--- src/include/msx_pkg.sv ---
// shared constants and carrier types for the four-instruction decode/execute block
package msx_pkg;
  // instruction word layout
  localparam int INSTR_W = 14;
  localparam int DATA_W = 8;
  localparam int FADDR_W = 7;
  localparam int DIR_SEL_W = 3;
  localparam int DEST_BIT = 7;
  // opcode prefixes and their positions
  localparam logic [6:0] STORE_PREFIX = 7'h01;     // 00 0000 1 at bits 13..7
  localparam int STORE_POS = 7;
  localparam logic [5:0] SWAP_PREFIX = 6'h0e;      // 00 1110 at bits 13..8
  localparam int SWAP_POS = 8;
  localparam logic [5:0] XOR_PREFIX = 6'h3a;       // 11 1010 at bits 13..8
  localparam int XOR_POS = 8;
  localparam logic [10:0] DIR_PREFIX = 11'h00c;    // 00 0000 0110 0 at bits 13..3
  localparam int DIR_POS = 3;
  // direction register selector range
  localparam logic [2:0] DIR_SEL_MIN = 3'h5;
  localparam logic [2:0] DIR_SEL_MAX = 3'h7;
  localparam int DIR_COUNT = 3;
  // reset values
  localparam logic [7:0] ACC_RESET = 8'h00;
  localparam logic [7:0] DIR_RESET = 8'hff;
  localparam logic ZERO_RESET = 1'b0;

  // decoded operation
  typedef enum {
    MSX_OP_NONE,
    MSX_OP_STORE,
    MSX_OP_SWAP,
    MSX_OP_XOR,
    MSX_OP_DIR
  } msx_op_t;

  // file register write request
  typedef struct packed {
    logic en;
    logic [6:0] addr;
    logic [7:0] data;
  } msx_fwrite_t;

  // instruction issue from the fetch path
  typedef struct packed {
    logic valid;
    logic [13:0] word;
  } msx_issue_t;
endpackage

--- src/rtl/msx_exec.sv ---
// decode and execute of store, nibble swap, literal xor and direction load
`timescale 1ns/1ps
module msx_exec (
  // clock and reset
  input wire logic REF_CLK,
  input wire logic RST_B,
  // instruction issue
  input wire msx_pkg::msx_issue_t ISSUE,
  // file register read data for the issued address, same cycle
  input wire logic [7:0] FILE_RDATA,
  // file register read address and write request
  output logic [6:0] FILE_RADDR,
  output msx_pkg::msx_fwrite_t FILE_WR,
  // core state
  output logic [7:0] ACC,
  output logic ZERO,
  output logic [23:0] DIR_REGS,
  // unrecognised word seen
  output logic UNHANDLED
);
  import msx_pkg::*;

  // swap nibbles; the checks below spell the bit moves out by hand so that
  // a slip in this helper cannot hide behind its own expectation
  function automatic logic [7:0] nib_swap(input logic [7:0] v);
    return {v[3:0], v[7:4]};
  endfunction

  logic [7:0] acc;
  logic zero;
  msx_fwrite_t fwr;
  logic unhandled;
  logic [13:0] w;

  assign w = ISSUE.word;

  // opcode matching
  // the four prefixes never overlap, so at most one match is high per word;
  // each comparison is a plain equality on a slice of the word
  wire is_store = ISSUE.valid && (w[13:STORE_POS] == STORE_PREFIX);
  wire is_swap = ISSUE.valid && (w[13:SWAP_POS] == SWAP_PREFIX);
  wire is_xor = ISSUE.valid && (w[13:XOR_POS] == XOR_PREFIX);
  wire [2:0] dir_sel = w[DIR_SEL_W-1:0];
  // selectors outside 5..7 are not a direction load and fall to unhandled
  wire is_dir = ISSUE.valid && (w[13:DIR_POS] == DIR_PREFIX)
    && (dir_sel >= DIR_SEL_MIN) && (dir_sel <= DIR_SEL_MAX);
  wire dest_file = w[DEST_BIT];
  wire [6:0] faddr = w[FADDR_W-1:0];
  wire [7:0] literal = w[DATA_W-1:0];

  msx_op_t op;
  assign op = is_store ? MSX_OP_STORE : is_swap ? MSX_OP_SWAP :
              is_xor ? MSX_OP_XOR : is_dir ? MSX_OP_DIR : MSX_OP_NONE;

  // datapath results
  // the swap source comes straight off the file read port in the same cycle,
  // which keeps the instruction at one cycle at the cost of a longer path
  wire [7:0] swapped = nib_swap(FILE_RDATA);
  wire [7:0] xored = acc ^ literal;
  assign FILE_RADDR = faddr;

  // next-state selection
  // every path starts from acc and zero held and no file write, so store, swap and direction load
  // cannot disturb the zero flag by accident
  logic [7:0] next_acc;
  logic next_zero;
  msx_fwrite_t next_fwr;
  always_comb begin
    next_acc = acc;
    next_zero = zero;
    next_fwr = '{en: 1'b0, addr: faddr, data: 8'h00};
    case (op)
      MSX_OP_STORE: begin
        next_fwr = '{en: 1'b1, addr: faddr, data: acc};
      end
      MSX_OP_SWAP: begin
        if (dest_file) begin
          next_fwr = '{en: 1'b1, addr: faddr, data: swapped};
        end else begin
          next_acc = swapped;
        end
      end
      MSX_OP_XOR: begin
        next_acc = xored;
        next_zero = (xored == 8'h00);
      end
      default: begin
      end
    endcase
  end

  // core state registers; flags untouched by store, swap and direction load
  always_ff @(posedge REF_CLK) begin
    if (!RST_B) begin
      acc <= ACC_RESET;
      zero <= ZERO_RESET;
      fwr <= '0;
      unhandled <= 1'b0;
    end else begin
      acc <= next_acc;
      zero <= next_zero;
      fwr <= next_fwr;
      unhandled <= ISSUE.valid && (op == MSX_OP_NONE);
    end
  end

  // kept for older code; software would rather write these through file addresses
  msx_dir_regs u_dir (
    .REF_CLK(REF_CLK),
    .RST_B(RST_B),
    .wr_en(is_dir),
    .wr_idx(2'(dir_sel - DIR_SEL_MIN)),
    .wr_data(acc),
    .dir_flat(DIR_REGS)
  );

  assign ACC = acc;
  assign ZERO = zero;
  assign FILE_WR = fwr;
  assign UNHANDLED = unhandled;
endmodule

--- src/rtl/msx_dir_regs.sv ---
// small memory holding the three port direction registers
`timescale 1ns/1ps
module msx_dir_regs (
  // clock and reset
  input wire logic REF_CLK,
  input wire logic RST_B,
  // write port
  input wire logic wr_en,
  input wire logic [1:0] wr_idx,
  input wire logic [7:0] wr_data,
  // flat view of all registers, each from a flip-flop
  output logic [23:0] dir_flat
);
  import msx_pkg::*;

  logic [7:0] mem [DIR_COUNT];

  // direction registers reset to all inputs so pins float safely at start
  always_ff @(posedge REF_CLK) begin
    if (!RST_B) begin
      for (int i = 0; i < DIR_COUNT; i++) begin
        mem[i] <= DIR_RESET;
      end
    end else if (wr_en && (wr_idx < 2'(DIR_COUNT))) begin
      mem[wr_idx] <= wr_data;
    end
  end

  assign dir_flat = {mem[2], mem[1], mem[0]};
endmodule

--- config.mk ---
export PLATFORM = sky130hd
export DESIGN_NAME = msx_exec
export DESIGN_NICKNAME = d
export VERILOG_FILES = /design/src/include/msx_pkg.sv /design/src/rtl/msx_exec.sv /design/src/rtl/msx_dir_regs.sv
export SDC_FILE = /design/constraint.sdc
export NUM_CORES = 1
export LEC_CHECK = 0
export BUFFER_PORTS_ARGS = -buffer_cell sky130_fd_sc_hd__clkbuf_2
export CORE_UTILIZATION = 49
export DETAILED_ROUTE_END_ITERATION = 8
export PLACE_DENSITY = 0.79
export SLEW_MARGIN = 20
export SYNTH_ARGS = -nofsm -noshare
export SYNTH_HDL_FRONTEND = slang
export SYNTH_HIERARCHICAL = 1
export SYNTH_SLANG_ARGS = --single-unit
--- constraint.sdc ---
create_clock -name REF_CLK -period 2.5 [get_ports REF_CLK]
set_input_delay 0.375 -clock REF_CLK [delete_from_list [all_inputs] [get_ports REF_CLK]]
set_output_delay 0.375 -clock REF_CLK [all_outputs]
set_load 0.005 [all_outputs]
After elaboration in Yosys (flattened, before gate mapping)
Memory sizes are Yosys's and may differ from the RTL's.
Index checks and enable logic that the tools add are counted.
- add/subtract/negate cells: 1
- magnitude comparators: 3
- eq/ne operators: 8
- mux-type cells: 15
- bitwise logic cells: 1
- reduce and logical (&&, ||, !) cells: 13
- operators with widths (cell ; number):
    $logic_not 32->1 ; 1
    $pmux 16 s2 ; 1
    $mux 16 ; 1
    $mux 8 ; 2
    $pmux 8 s2 ; 1
    $mux 3 ; 4
    $eq 11x4->1 const B ; 1
    $logic_and 1x1->1 ; 8
    $logic_not 8->1 ; 1
    $reduce_or 8->1 ; 1
    $xor 8x8->8 ; 1
    $eq 7x1->1 const B ; 1
    $eq 3x2->1 const B ; 2
    $eq 6x4->1 const B ; 1
    $eq 6x6->1 const B ; 1
    $mux 1 ; 5
    $eq 3x1->1 const B ; 1
    $ge 3x3->1 const B ; 1
    $le 3x3->1 const B ; 1
    $lt 2x2->1 const B ; 1
    $mux 2 ; 1
    $ne 2x2->1 const B ; 1
    $reduce_and 2->1 ; 1
    $reduce_bool 2->1 ; 1
    $sub 2x1->2 const B ; 1
- flip-flop bits (word level): 26
- memory bits (writable): 24
- word-level logic and storage cells: 48
- memories: 1
- memories (name ; depth ; width ; read ports ; clocked after memory_dff ; write ports ; RTL line ; source):
    u_dir.mem ; 3 ; 8 ; 3 ; 0 ; 3 ; msx_dir_regs.sv:16 ; logic [7:0] mem [DIR_COUNT];

Depth between registers and ports, before layout
Gate-level depths: netlist of run 1.
- depth in word-level cells: 11
- mapped depth: 7
- mapped depth without buffers: 6

By module
Netlist of run 1, hierarchy kept.
- modules (own cells, without submodules) (module ; instances ; cells each ; area an instance (µm²) ; sequential area each (µm²)):
    msx_exec ; 1 ; 151 ; 1292.5 ; 520.5
    msx_dir_regs ; 1 ; 66 ; 962.2 ; 720.7

Worst setup path after synthesis of run 1
No wires, ideal clock.
- path kind: in2reg
- start: in ISSUE[12] in the netlist's numbering
- end: mem u_dir.mem[1][0], enable pin
- data arrival time: 1861 ps
- data required time: 2175 ps
- slack: 314 ps
- cell stages on the path: 5
- path buffers: 1
- cells stage by stage: or2_1 -> or4_1 -> nor4_2 -> clkbuf_2 -> a21bo_1
- RTL lines (item ; RTL line ; source):
    from (decl) ; msx_exec.sv:8 ; input wire msx_pkg::msx_issue_t ISSUE,
    to (decl) ; msx_dir_regs.sv:16 ;

==> impl_summary.md, run 1 <==
STA
Setup repair after global routing left no endpoint under its margin. In the final timing run, aggregate negative setup slack is 0 ps. The worst relative slew slack is 0.4596. Subtracting the final worst setup slack from the clock period gives 2070 ps. The final-report hold violation count came to 0. The transition time at the pin with the least slew margin is 807.0 ps. The clock arrives with 4.947 ps of skew. The fraction of the cycle the final worst path needs is 0.8282.

The peak clock frequency supported by timing is 483.0 MHz. The count of final max-slew check failures is 0. The total of endpoints with negative setup slack in the final report is 0.

Clock tree
The clock sink total is 50. The hold-fix buffer count after cts is 0. The insertion delay to the later sink of the worst-skew pair is 310 ps. The root cell of the clock tree is sky130_fd_sc_hd__clkbuf_8.

The clock-pin slew reported for the worst setup and hold paths after clock tree synthesis is 90 ps. The CTS tree is yes. Gates resized during post-CTS repair numbered 0.

In this run the number of H-tree levels came out at 2. The worst-case clock buffer depth is 2. The clock buffer count from CTS is 5.

The post-CTS repair timing setup buffer count is 0.

Floorplan
The total area inside the core boundary comes to 4384 sq um. Measured along the y axis, the die boundary spans 69.84 um. The initial utilization of the core area, before any placement, comes to 0.5143.

The count of standard-cell rows is 24. The area of the die is 4877 sq um. Pin placement for this block handled 82 I/O pins. The horizontal die dimension is 69.84 um.

GRT
In the global route stage, overall resource usage came out at 0.2217. The initial antenna violation count was 0. The number of global-route vias before repair came to 1716. The pin count of the biggest net entering global routing is 27. For this run the aggregate overflow at the end of global routing stands at 0. The first global-routing pass estimated 8.355 mm of wire.

Worst setup path
The depth of the worst register-to-register path is 4. The maximum net fanout on the critical path is 12. The capturing element type of the critical path is a flop. The worst flop-to-flop path startpoint is ACC[7]. The endpoint identified for the worst register-to-register timing path is ZERO.

The data arrival time at the worst-slack endpoint is 2060 ps. The worst setup slack for register-to-register paths is 1060 ps. The critical setup path kind is in2reg.

The type of element launching the critical path is an input port. STA puts the critical path data required time at 2480 ps.

Synthesis
Yosys mapped a number of flops with a built-in enable equal to 24. The largest total area in the synthesized netlist belongs to sky130_fd_sc_hd__edfxtp_1. Of the post-synthesis cell area, the dominant cell type holds 0.3196.

The count of warnings emitted by yosys is 6. The post-synth net total is 244. The area of the mapped netlist is 2255 sq um. The flip-flop cell with the highest count after synthesis is sky130_fd_sc_hd__dfxtp_1. Ranked by total cell area, the synthesized netlist is headed by sky130_fd_sc_hd__edfxtp_1, sky130_fd_sc_hd__dfxtp_1, sky130_fd_sc_hd__nor2_1. The share of synthesized flip-flops with an asynchronous set or reset is 0. The register area share after synthesis is 0.5505. After technology mapping, the gate count stands at 217.

Yosys mapped the design onto 43 distinct sky130hd cell types. The number of register bits inferred by synthesis is 50. In this run the mean area of a mapped cell was 10.39 sq um.

Drt
The detailed-route vias per instance is 5.386. After detailed routing, the total wire length is 5.244 mm. The detailed router placed 1869 vias in this run.

The DRC marker count from the first detailed-route iteration is 105. The number of iterations in the first detailed-routing pass is 4. Once detail routing completed, the nets flagged for antenna violations numbered 0. In the routed design, unresolved DRC markers number 0. After detailed routing, the average wire length per cell comes to 15.11 um.

Finish
In the layout the commonest cells are sky130_fd_sc_hd__clkbuf_2, sky130_fd_sc_hd__nor2_1, sky130_fd_sc_hd__dfxtp_1. The number of antenna diodes is 0. The finished cells cover 2768 sq um. The fraction of final layout cells sized beyond drive strength 1 is 0.3356. Summing all multi-input logic gate instances after layout gives 889.6 sq um.

From synthesis to final layout, the design area changed by 22.75%. After the last flow step, the layout net total stands at 321. The register area is 1241 sq um. The filler cell count in the final layout is 376.

The most common cell after layout, fill and taps aside is sky130_fd_sc_hd__clkbuf_2.

Worst hold path
The class of the tightest hold or removal check is in2reg. The worst hold path terminates at UNHANDLED. The hold path startpoint is ISSUE[14].

The number of stages on the worst hold path is 3.

Job
The tool flagged a number of max-cap violations equal to 0.

Outcome
The run finished with clean final reports.

Power and ir drop
The peak ir drop on the vdd network is 0.2407 mV. In this run the static leakage power is 1.181 nW. The cell area power density is 583.3 nW/um^2. The total power is 1.614 mW.

Place
The post-DP HPWL is 3.758 mm. The congestion estimate from routability-driven global placement came to 0.8250. Input and output buffers added on the ports amount to 81. Summing all placed instances gives a cell area of 2658 sq um.
kinds of logic (layout without fill, tap and decap cells):
group | Yosys count | after routing | share of synthesized area
AOI/OAI and AO/OA | 44 | 44 | 0.1337
adders and majority gates | 2 | 2 | 0.01110
buffers and inverters | 21 | 99 | 0.05493
xor gates and xnor gates | 1 | 1 | 0.003885
DFF | 50 | 50 | 0.5505
and+or+nand+nor | 99 | 99 | 0.2458
stage by stage:
step	worst slack (ps)	std cells	utilization	hold WS [ps]
after floorplan	314.0	217	-	493.5
after global placement	200.8	339	0.6062	508.9
after detailed placement	82.06	339	0.6062	510.0
after CTS	409.0	347	0.6313	312.8
after global routing	344.9	347	0.6313	344.3
final	429.6	347	0.6313	310.7
cell type report:
type | instances | share of cell area
inverter | 5 | 0.006781
tap | 52 | 0.02351
multi-input combinational | 146 | 0.3214
timing repair buffer | 86 | 0.1600
clock inverter | 2 | 0.01356
clock buffer | 6 | 0.02622
sequential | 50 | 0.4485
critical path, cell delays in order:
cell	delay, ps
sky130_fd_sc_hd__clkbuf_2	120
sky130_fd_sc_hd__or2_1	280
sky130_fd_sc_hd__or4_1	500
sky130_fd_sc_hd__nor4_2	240
sky130_fd_sc_hd__buf_4	210
sky130_fd_sc_hd__a21bo_1	320
synth_stat cells, drive strengths merged (3+ instances only):
library cell and n:
and3b 9, a21bo 3, and2 4, nor3b 3, clkbuf 5, nor3 3
buf 11, nor2 29, a21oi 8, nor2b 6, nand2 25, inv 5
nor4b 3, o21ai 11, dfxtp 26, edfxtp 24, nand2b 5, o211ai 9
a22oi 8
how the worst max path moves through the flow:
stage | from | slack, ps | end | depth (start not counted)
2_1_floorplan | ISSUE[12] | 310 | u_dir/mem[1][0] | 5
3_3_place_gp | ISSUE[12] | 200 | u_dir/mem[2][1] | 6
3_5_place_dp | ISSUE[12] | 80 | u_dir/mem[1][2] | 6
4_1_cts | ISSUE[12] | 410 | u_dir/mem[1][2] | 6
5_1_grt | ISSUE[12] | 340 | u_dir/mem[2][5] | 6
6_report | ISSUE[12] | 430 | u_dir/mem[1][3] | 6
report_power, final:
group / switching (mW) / internal (mW)
sequential: 0.00830 / 0.882
clock: 0.277 / 0.299
combinational: 0.0858 / 0.0620
layer usage:
| layer | vias to the layer above | routed length (um) | GRT usage | part of all wire |
|---|---|---|---|---|
| met2 | 79 | 2586 | 0.3654 | 0.49 |
| met3 | 5 | 353 | 0.04651 | 0.067 |
| met5 | - | 0 | 0 | 0 |
| met1 | 858 | 2240 | 0.2917 | 0.43 |
| met4 | 0 | 63 | 0.07111 | 0.012 |
| li1 | 927 | - | - | - |
state kept, by name, indices dropped and copies added, names as in the netlist:
signal,flops
u_dir/mem,24
FILE_WR,16
ACC,8
UNHANDLED,1
ZERO,1
Note: power is estimated with default switching activity, not from simulation.
==> run 2: changes to the inputs <==
- ABC_AREA: unset -> 1
- CORE_UTILIZATION: 49 -> 45
- PLACE_DENSITY: 0.79 -> 0.75
- clock period: 2.5 -> 1.7 ns (I/O delays scaled with it)
==> run 2 against run 1 <==
Via count grew 26%. First-iteration DRC count grew 28%. Clock power grew 71%. Register-to-register slack lost 510 ps. Critical path type unchanged.
==> impl_summary.md, run 2 <==
Synthesis
The number of register bits inferred by synthesis is 50 (unchanged). The number of enable flip-flop cells after synthesis is 24 (unchanged). By area the synthesized netlist is led by sky130_fd_sc_hd__edfxtp_1, sky130_fd_sc_hd__dfxtp_1, sky130_fd_sc_hd__nand2_1. The cell type contributing the most total cell area after synthesis is sky130_fd_sc_hd__edfxtp_1. The average instance area after synthesis was 7.793 sq um (-25%). The number of instances in the synthesized netlist was 320 (+47%). The register area share after synthesis is 0.4977 (-0.05276). The area of the mapped netlist was 2494 sq um (+11%). The distinct cell type count of the synthesized netlist is 26 (-40%). The post-synth net total is 347 (+42%). The share of synthesized flip-flops with an asynchronous set or reset is 0 (unchanged).

Among all flip-flop cells after synthesis, the most frequent one is sky130_fd_sc_hd__dfxtp_1. The commonest cells after synthesis are sky130_fd_sc_hd__nand2_1, sky130_fd_sc_hd__inv_1, sky130_fd_sc_hd__nand3_1, sky130_fd_sc_hd__nor2_1, sky130_fd_sc_hd__dfxtp_1. Yosys instantiated no cell more often than sky130_fd_sc_hd__nand2_1. The count of warnings emitted by yosys is 6 (unchanged). The top cell type's share of synthesized area is 0.2890 (-0.03063).

Worst setup path
The largest stage delay on the critical path is 300 ps (-200 ps). The required time of the critical path came to 1680 ps (-800 ps). The category of cells accounting for the largest share of critical-path delay is simple AND/OR/NAND/NOR gates. The data arrival time at the worst-slack endpoint is 1530 ps (-530 ps).

The type of element launching the critical path is an input port. The depth of the worst register-to-register path is 7 (+3). The worst-path cell with the longest stage delay is sky130_fd_sc_hd__nor4_1. The most prevalent standard cell on the critical path is sky130_fd_sc_hd__nand2_1. The total stage count of the critical path is 9 (+3). The worst setup path is captured at a flop.

The worst setup slack for register-to-register paths is 550 ps (-510 ps). The buffer and inverter count on the worst path came to 3 (+1). The critical path goes through clkbuf_2 > inv_1 > ha_1 > nor2_1 > nor4_1 > nand2_1 > inv_2 > nand2_1 > nand2_1. The maximum net fanout on the critical path is 8 (-4).

The critical path is of the in2reg type.

Worst hold path
The class of the tightest hold or removal check is in2reg. The number of stages on the worst hold path is 3 (unchanged).

Clock tree
The post-CTS repair timing setup buffer count is 0 (unchanged). The CTS tree is yes. The insertion delay to the later sink of the worst-skew pair came to 300 ps (about the same). The clock sink total is 50 (unchanged).

The post-cts resize count is 0 (unchanged). The worst-case clock buffer depth was 2 (unchanged). The clock-pin slew reported for the worst setup and hold paths after clock tree synthesis was 90 ps (about the same). The clock buffer count from CTS was 5 (unchanged). The root cell of the clock tree is sky130_fd_sc_hd__clkbuf_8.

The hold-fix buffer count after cts is 0 (unchanged). The level count of the clock H-tree is 2 (unchanged).

STA
The final-report hold violation count is 0 (unchanged). The fraction of the cycle the final worst path needs is 0.9117. The peak clock frequency supported by timing is 645.2 MHz.

The transition time at the pin with the least slew margin was 327.1 ps (-479.9 ps). The worst relative slew slack is 0.7814 (+0.3218). The final worst clock skew is 5.622 ps (+0.6752 ps). The routed design could run at a clock period as short as 1550 ps. Setup repair after global routing left no endpoint under its margin. The hold slack came to 198.0 ps (-112.7 ps). The total of endpoints with negative setup slack in the final report is 0 (unchanged). The count of final max-slew check failures is 0 (unchanged). The setup TNS was 0 ps (unchanged). The minimum setup slack in the final design is 150.0 ps (-279.6 ps).

Place
The last weighted congestion value of the routability-driven placer is 0.8765 (+6.2%). The count of placed standard cells including taps came to 483 (+42%). The number of buffers inserted by port buffering came to 81 (unchanged). The post-DP HPWL is 4.574 mm (+22%). The pre-CTS worst setup slack is -168.2 ps (-250.3 ps).

Job
The count of max-cap constraint violations is 0 (unchanged).

Drt
The number of antenna-violating nets in the routed design is 0 (unchanged). The routed wire length per instance was 11.79 um (-22%). The remaining routing DRC violations is 0 (unchanged). The detailed-route vias per instance came to 4.782 (-11%).

The DRC marker count from the first detailed-route iteration came to 134 (+28%). The number of iterations in the first detailed-routing pass is 4 (unchanged). The via count is 2348 (+26%). The aggregate routed wire length is 5.789 mm (+10%).

Finish
The final-stage net count is 447 (+39%). The count of non-filler cells in the finished layout is 491 (+41%). The fraction of final layout cells sized beyond drive strength 1 is 0.3135 (-0.02205).

The number of antenna diodes came to 0 (unchanged). Counting flops per register, the top entry is u_dir/mem. The number of flip-flops under the largest register name is 24 (unchanged). The library cell used most frequently in the layout, excluding fill and tap cells, is sky130_fd_sc_hd__nand2_1. The top cell types in the final layout, fill and taps aside, are sky130_fd_sc_hd__nand2_1, sky130_fd_sc_hd__clkbuf_2, sky130_fd_sc_hd__inv_1. The area growth from synthesis to layout is 28.65%.

Floorplan
The initial standard-cell utilization of the core is 0.4761 (-0.03816). The top-level I/O count is 82 (unchanged). The count of standard-cell rows was 26 (+8.3%). The placeable core region is 5238 sq um (+19%).

The vertical extent of the die is 76.44 um (+9.5%). The area of the die is 5843 sq um (+20%). The horizontal die dimension is 76.44 um (+9.5%).

GRT
The total routing resource utilization after global routing is 0.2035 (-0.01824). The wire length of the first global-routing pass was 9.508 mm (+14%). The initial antenna violation count is 0 (unchanged). The number of global-route vias before repair is 2157 (+26%). The pin count of the biggest net entering global routing was 17 (-37%). The total global routing overflow is 0 (unchanged).

Power and ir drop
The total power is 2.522 mW (+56%). The peak ir drop on the vdd network came to 0.5167 mV (+110%). The total leakage power came to 1.545 nW (+31%). The cell area power density is 786.0 nW/um^2 (+35%).

Outcome
The run finished with clean final reports.
## run 2: kinds of logic (layout without fill, tap and decap cells)
family          after synthesis  after routing  synth area share
fa+ha+maj                     2              2           0.01003
simple gates                193            193            0.3507
buf+inv                      63            164            0.1159
xor+xnor                      1              1          0.003513
compound gates               11             11           0.02208
flops                        50             50            0.4977
## run 2: path summary, 6_finish.rpt
kind	startpoint	to
setup / recovery	ISSUE[1]	u_dir/mem[1][3]
hold / removal	FILE_RDATA[1]	FILE_WR[5]
hold reg to reg	ZERO	ZERO
setup reg to reg	ACC[1]	ACC[1]
## run 2: worst reg2reg max path: cells and delay by family (launching register included)
kind	cells	cell delay, ps
flops	1	490
simple gates	6	450
buf+inv	1	120
## run 2: power by group
| group | switching (mW) | internal (mW) |
|---|---|---|
| sequential | 0.00778 | 1.27 |
| clock | 0.396 | 0.589 |
| combinational | 0.152 | 0.108 |
## run 2: cell type report
cell class                      instances  area (sq um)
Clock buffer                            5         68.82
Clock inverter                          3         68.82
Fill cell                             479          2029
Inverter                               51         192.7
Multi-Input combinational cell        207         963.4
Sequential cell                        50          1241
Tap cell                               70         87.58
Timing Repair Buffer                  105         585.6
## run 2: metal layers
layer | part of all wire | track usage | vias to the layer above | wire length [um]
met5 | 0 | 0 | - | 0
met4 | 0.017 | 0.07692 | 0 | 101
met3 | 0.063 | 0.03473 | 12 | 367
met2 | 0.48 | 0.3568 | 100 | 2804
met1 | 0.43 | 0.2485 | 1041 | 2516
li1 | - | - | 1195 | -
## run 2: metrics by stage
stage,utilization,area [sq um]
floorplan,-,2494
global placement,0.5862,3070
detailed placement,0.5862,3070
CTS,0.6125,3208
global route,0.6125,3208
finish,0.6125,3208
==> run 3: changes to the inputs <==
- CORE_ASPECT_RATIO: unset -> 1.5
- PLACE_DENSITY: 0.75 -> unset
- PLACE_DENSITY_LB_ADDON: unset -> 0.15
==> run 3 against run 2 <==
Cell count rose by 0.61%. Final area rose by 0.98%. Utilization rose by 0.51 points. Flip-flop and latch count did not move. First-iteration DRC count rose by 3.0%. Hold slack got worse by 9.1 ps. Largest cell class unchanged. Fmax rose by 2.5%.
==> impl_summary.md, run 3 (same netlist as run 2, synthesis figures left out) <==
Floorplan
The initial standard-cell utilization of the core is 0.4754 (-0.0006814). The horizontal die dimension is 62.78 um (-18%). The vertical extent of the die is 93.17 um (+22%). The top-level I/O count came to 82 (unchanged). The count of standard-cell rows is 32 (+23%). The area of the die came to 5849 sq um (+0.11%). The placeable core region is 5245 sq um (+0.14%).

Worst hold path
In this run the worst hold path is classified as in2reg.

Drt
The aggregate routed wire length is 5.958 mm (+2.9%). The number of antenna-violating nets in the routed design came to 0 (unchanged). The routed wire length per instance is 12.06 um (+2.3%). The detailed-route vias per instance was 4.757 (-0.52%). The number of iterations in the first detailed-routing pass is 5 (+1). The via count is 2350 (+0.085%). The remaining routing DRC violations is 0 (unchanged). The DRC marker count from the first detailed-route iteration was 138 (+3.0%).

Clock tree
The worst-case clock buffer depth was 2 (unchanged). The CTS tree is yes. The tree is rooted in a sky130_fd_sc_hd__clkbuf_8. The clock buffer count from CTS was 5 (unchanged). The clock sink total is 50 (unchanged). The level count of the clock H-tree was 2 (unchanged).

The insertion delay to the later sink of the worst-skew pair came to 300 ps (about the same). The clock-pin slew reported for the worst setup and hold paths after clock tree synthesis was 90 ps (about the same). The hold-fix buffer count after cts is 0 (unchanged).

Worst setup path
The critical setup path kind is in2reg. The maximum net fanout on the critical path was 15 (+7). STA classifies the critical path startpoint as an input port. The buffer and inverter count on the worst path is 4 (+1). The category of cells accounting for the largest share of critical-path delay is simple AND/OR/NAND/NOR gates. The worst setup path is captured at a flop. The required time of the critical path was 1730 ps (+50 ps). The data arrival time at the worst-slack endpoint is 1540 ps (about the same). The largest stage delay on the critical path is 260 ps (-40 ps).

The critical path goes through clkbuf_2 > inv_1 > ha_1 > nor2_1 > nor4_2 > nand2_1 > inv_2 > nand2_1 > nand2_1 > buf_12. The most prevalent standard cell on the critical path is sky130_fd_sc_hd__nand2_1. The worst-path cell with the longest stage delay is sky130_fd_sc_hd__nor4_2.

GRT
The number of global-route vias before repair is 2115 (-1.9%). The initial antenna violation count was 0 (unchanged). The pin count of the biggest net entering global routing was 16 (-1).

The wire length of the first global-routing pass is 9.563 mm (+0.58%). The total routing resource utilization after global routing is 0.2156 (+0.01207). The total global routing overflow came to 0 (unchanged).

Finish
The number of antenna diodes came to 0 (unchanged). The number of flip-flops under the largest register name is 24 (unchanged). The library cells used most frequently in the layout, excluding fill and tap cells, are sky130_fd_sc_hd__nand2_1, sky130_fd_sc_hd__clkbuf_2, sky130_fd_sc_hd__inv_1. The count of non-filler cells in the finished layout was 494 (+0.61%). The final-stage net count is 452 (+1.1%).

Leaving out fill and tap cells, the most frequent cell in the layout is sky130_fd_sc_hd__nand2_1. The filler cell count in the final layout is 491 (+2.5%). The core utilization of the finished layout is 0.6176 (+0.005087). The area growth from synthesis to layout is 29.90%. u_dir/mem holds more flip-flops than any other register. The final instance area was 3239 sq um (+0.98%). The fraction of final layout cells sized beyond drive strength 1 is 0.3263 (+0.01275).

Power and ir drop
The peak ir drop on the vdd network is 0.3895 mV (-25%). The cell area power density is 735.8 nW/um^2 (-6.4%). The total leakage power was 1.559 nW (+0.85%).

STA
The worst relative slew slack was 0.8065 (+0.02504). The count of final max-slew check failures was 0 (unchanged). Setup repair after global routing left no endpoint under its margin. The total of endpoints with negative setup slack in the final report came to 0 (unchanged). The final-report hold violation count is 0 (unchanged).

The hold slack came to 188.9 ps (-9.105 ps). The fraction of the cycle the final worst path needs came to 0.8897 (-0.02202). The clock period minus final worst setup slack is 1513 ps (-37.43 ps). The minimum setup slack in the final design is 187.5 ps (+37.43 ps). The final worst clock skew is 7.310 ps (+1.688 ps). The transition time at the pin with the least slew margin was 288.5 ps (-38.56 ps). The peak clock frequency supported by timing is 661.1 MHz (+2.5%).

Place
The post-detailed-placement cell area is 3118 sq um (+1.5%). The last weighted congestion value of the routability-driven placer is 0.9161 (+4.5%). The post-DP HPWL came to 4.795 mm (+4.8%).

The count of placed standard cells including taps was 486 (+0.62%). The number of buffers inserted by port buffering was 81 (unchanged). The pre-CTS worst setup slack was -258.1 ps (-89.91 ps).

Job
The count of max-cap constraint violations is 0 (unchanged).

Outcome
The run finished with clean final reports.
run 3: cell type report:
type / count / area [sq um] / area share
Multi-Input combinational cell: 207 / 974.7 / 0.3009
Tap cell: 68 / 85.08 / 0.02626
Sequential cell: 50 / 1241 / 0.3832
Clock inverter: 2 / 37.54 / 0.01159
Clock buffer: 6 / 72.57 / 0.02240
Timing Repair Buffer: 110 / 635.6 / 0.1962
Inverter: 51 / 192.7 / 0.05948
run 3: through the flow:
stage	power [mW]	TNS, ps
2_1_floorplan	1.438	0
3_3_place_gp	1.573	-2681
3_5_place_dp	1.577	-6949
4_1_cts	2.402	0
5_1_grt	2.472	0
6_report	2.383	0
run 3: worst paths after layout:
kind | slack [ps] | startpoint | end | cells after the start
hold reg to reg | 470 | ZERO | ZERO | 2
setup / recovery | 190 | ISSUE[1] | u_dir/mem[2][2] | 10
setup reg to reg | 590 | ACC[0] | ACC[0] | 7
hold / removal | 190 | FILE_RDATA[3] | FILE_WR[7] | 3
run 3: tightest hold or removal path: cells and delay by family:
family	cells	cell delay (ps)
AOI/OAI and AO/OA	1	60
buffers and inverters	1	90
and+or+nand+nor	1	50
run 3: power by group:
part           total [mW]  internal (mW)  switching, mW
logic               0.272          0.117          0.155
registers            1.28           1.27        0.00782
clock network       0.834          0.439          0.394
total                2.38           1.83          0.558
run 3: routing by layer:
| layer | part of all wire | vias up | GRT usage |
|---|---|---|---|
| met1 | 0.37 | 1038 | 0.2190 |
| met3 | 0.041 | 22 | 0.03171 |
| li1 | - | 1203 | - |
| met2 | 0.54 | 87 | 0.4031 |
| met4 | 0.052 | 0 | 0.1415 |
| met5 | 0 | - | 0 |
run 3: timing repair:
action                     in CTS  in global routing
resized for setup               0                  3
buffers inserted                0                  0
hold endpoints to repair        0                  0
setup endpoints to repair       0                 24
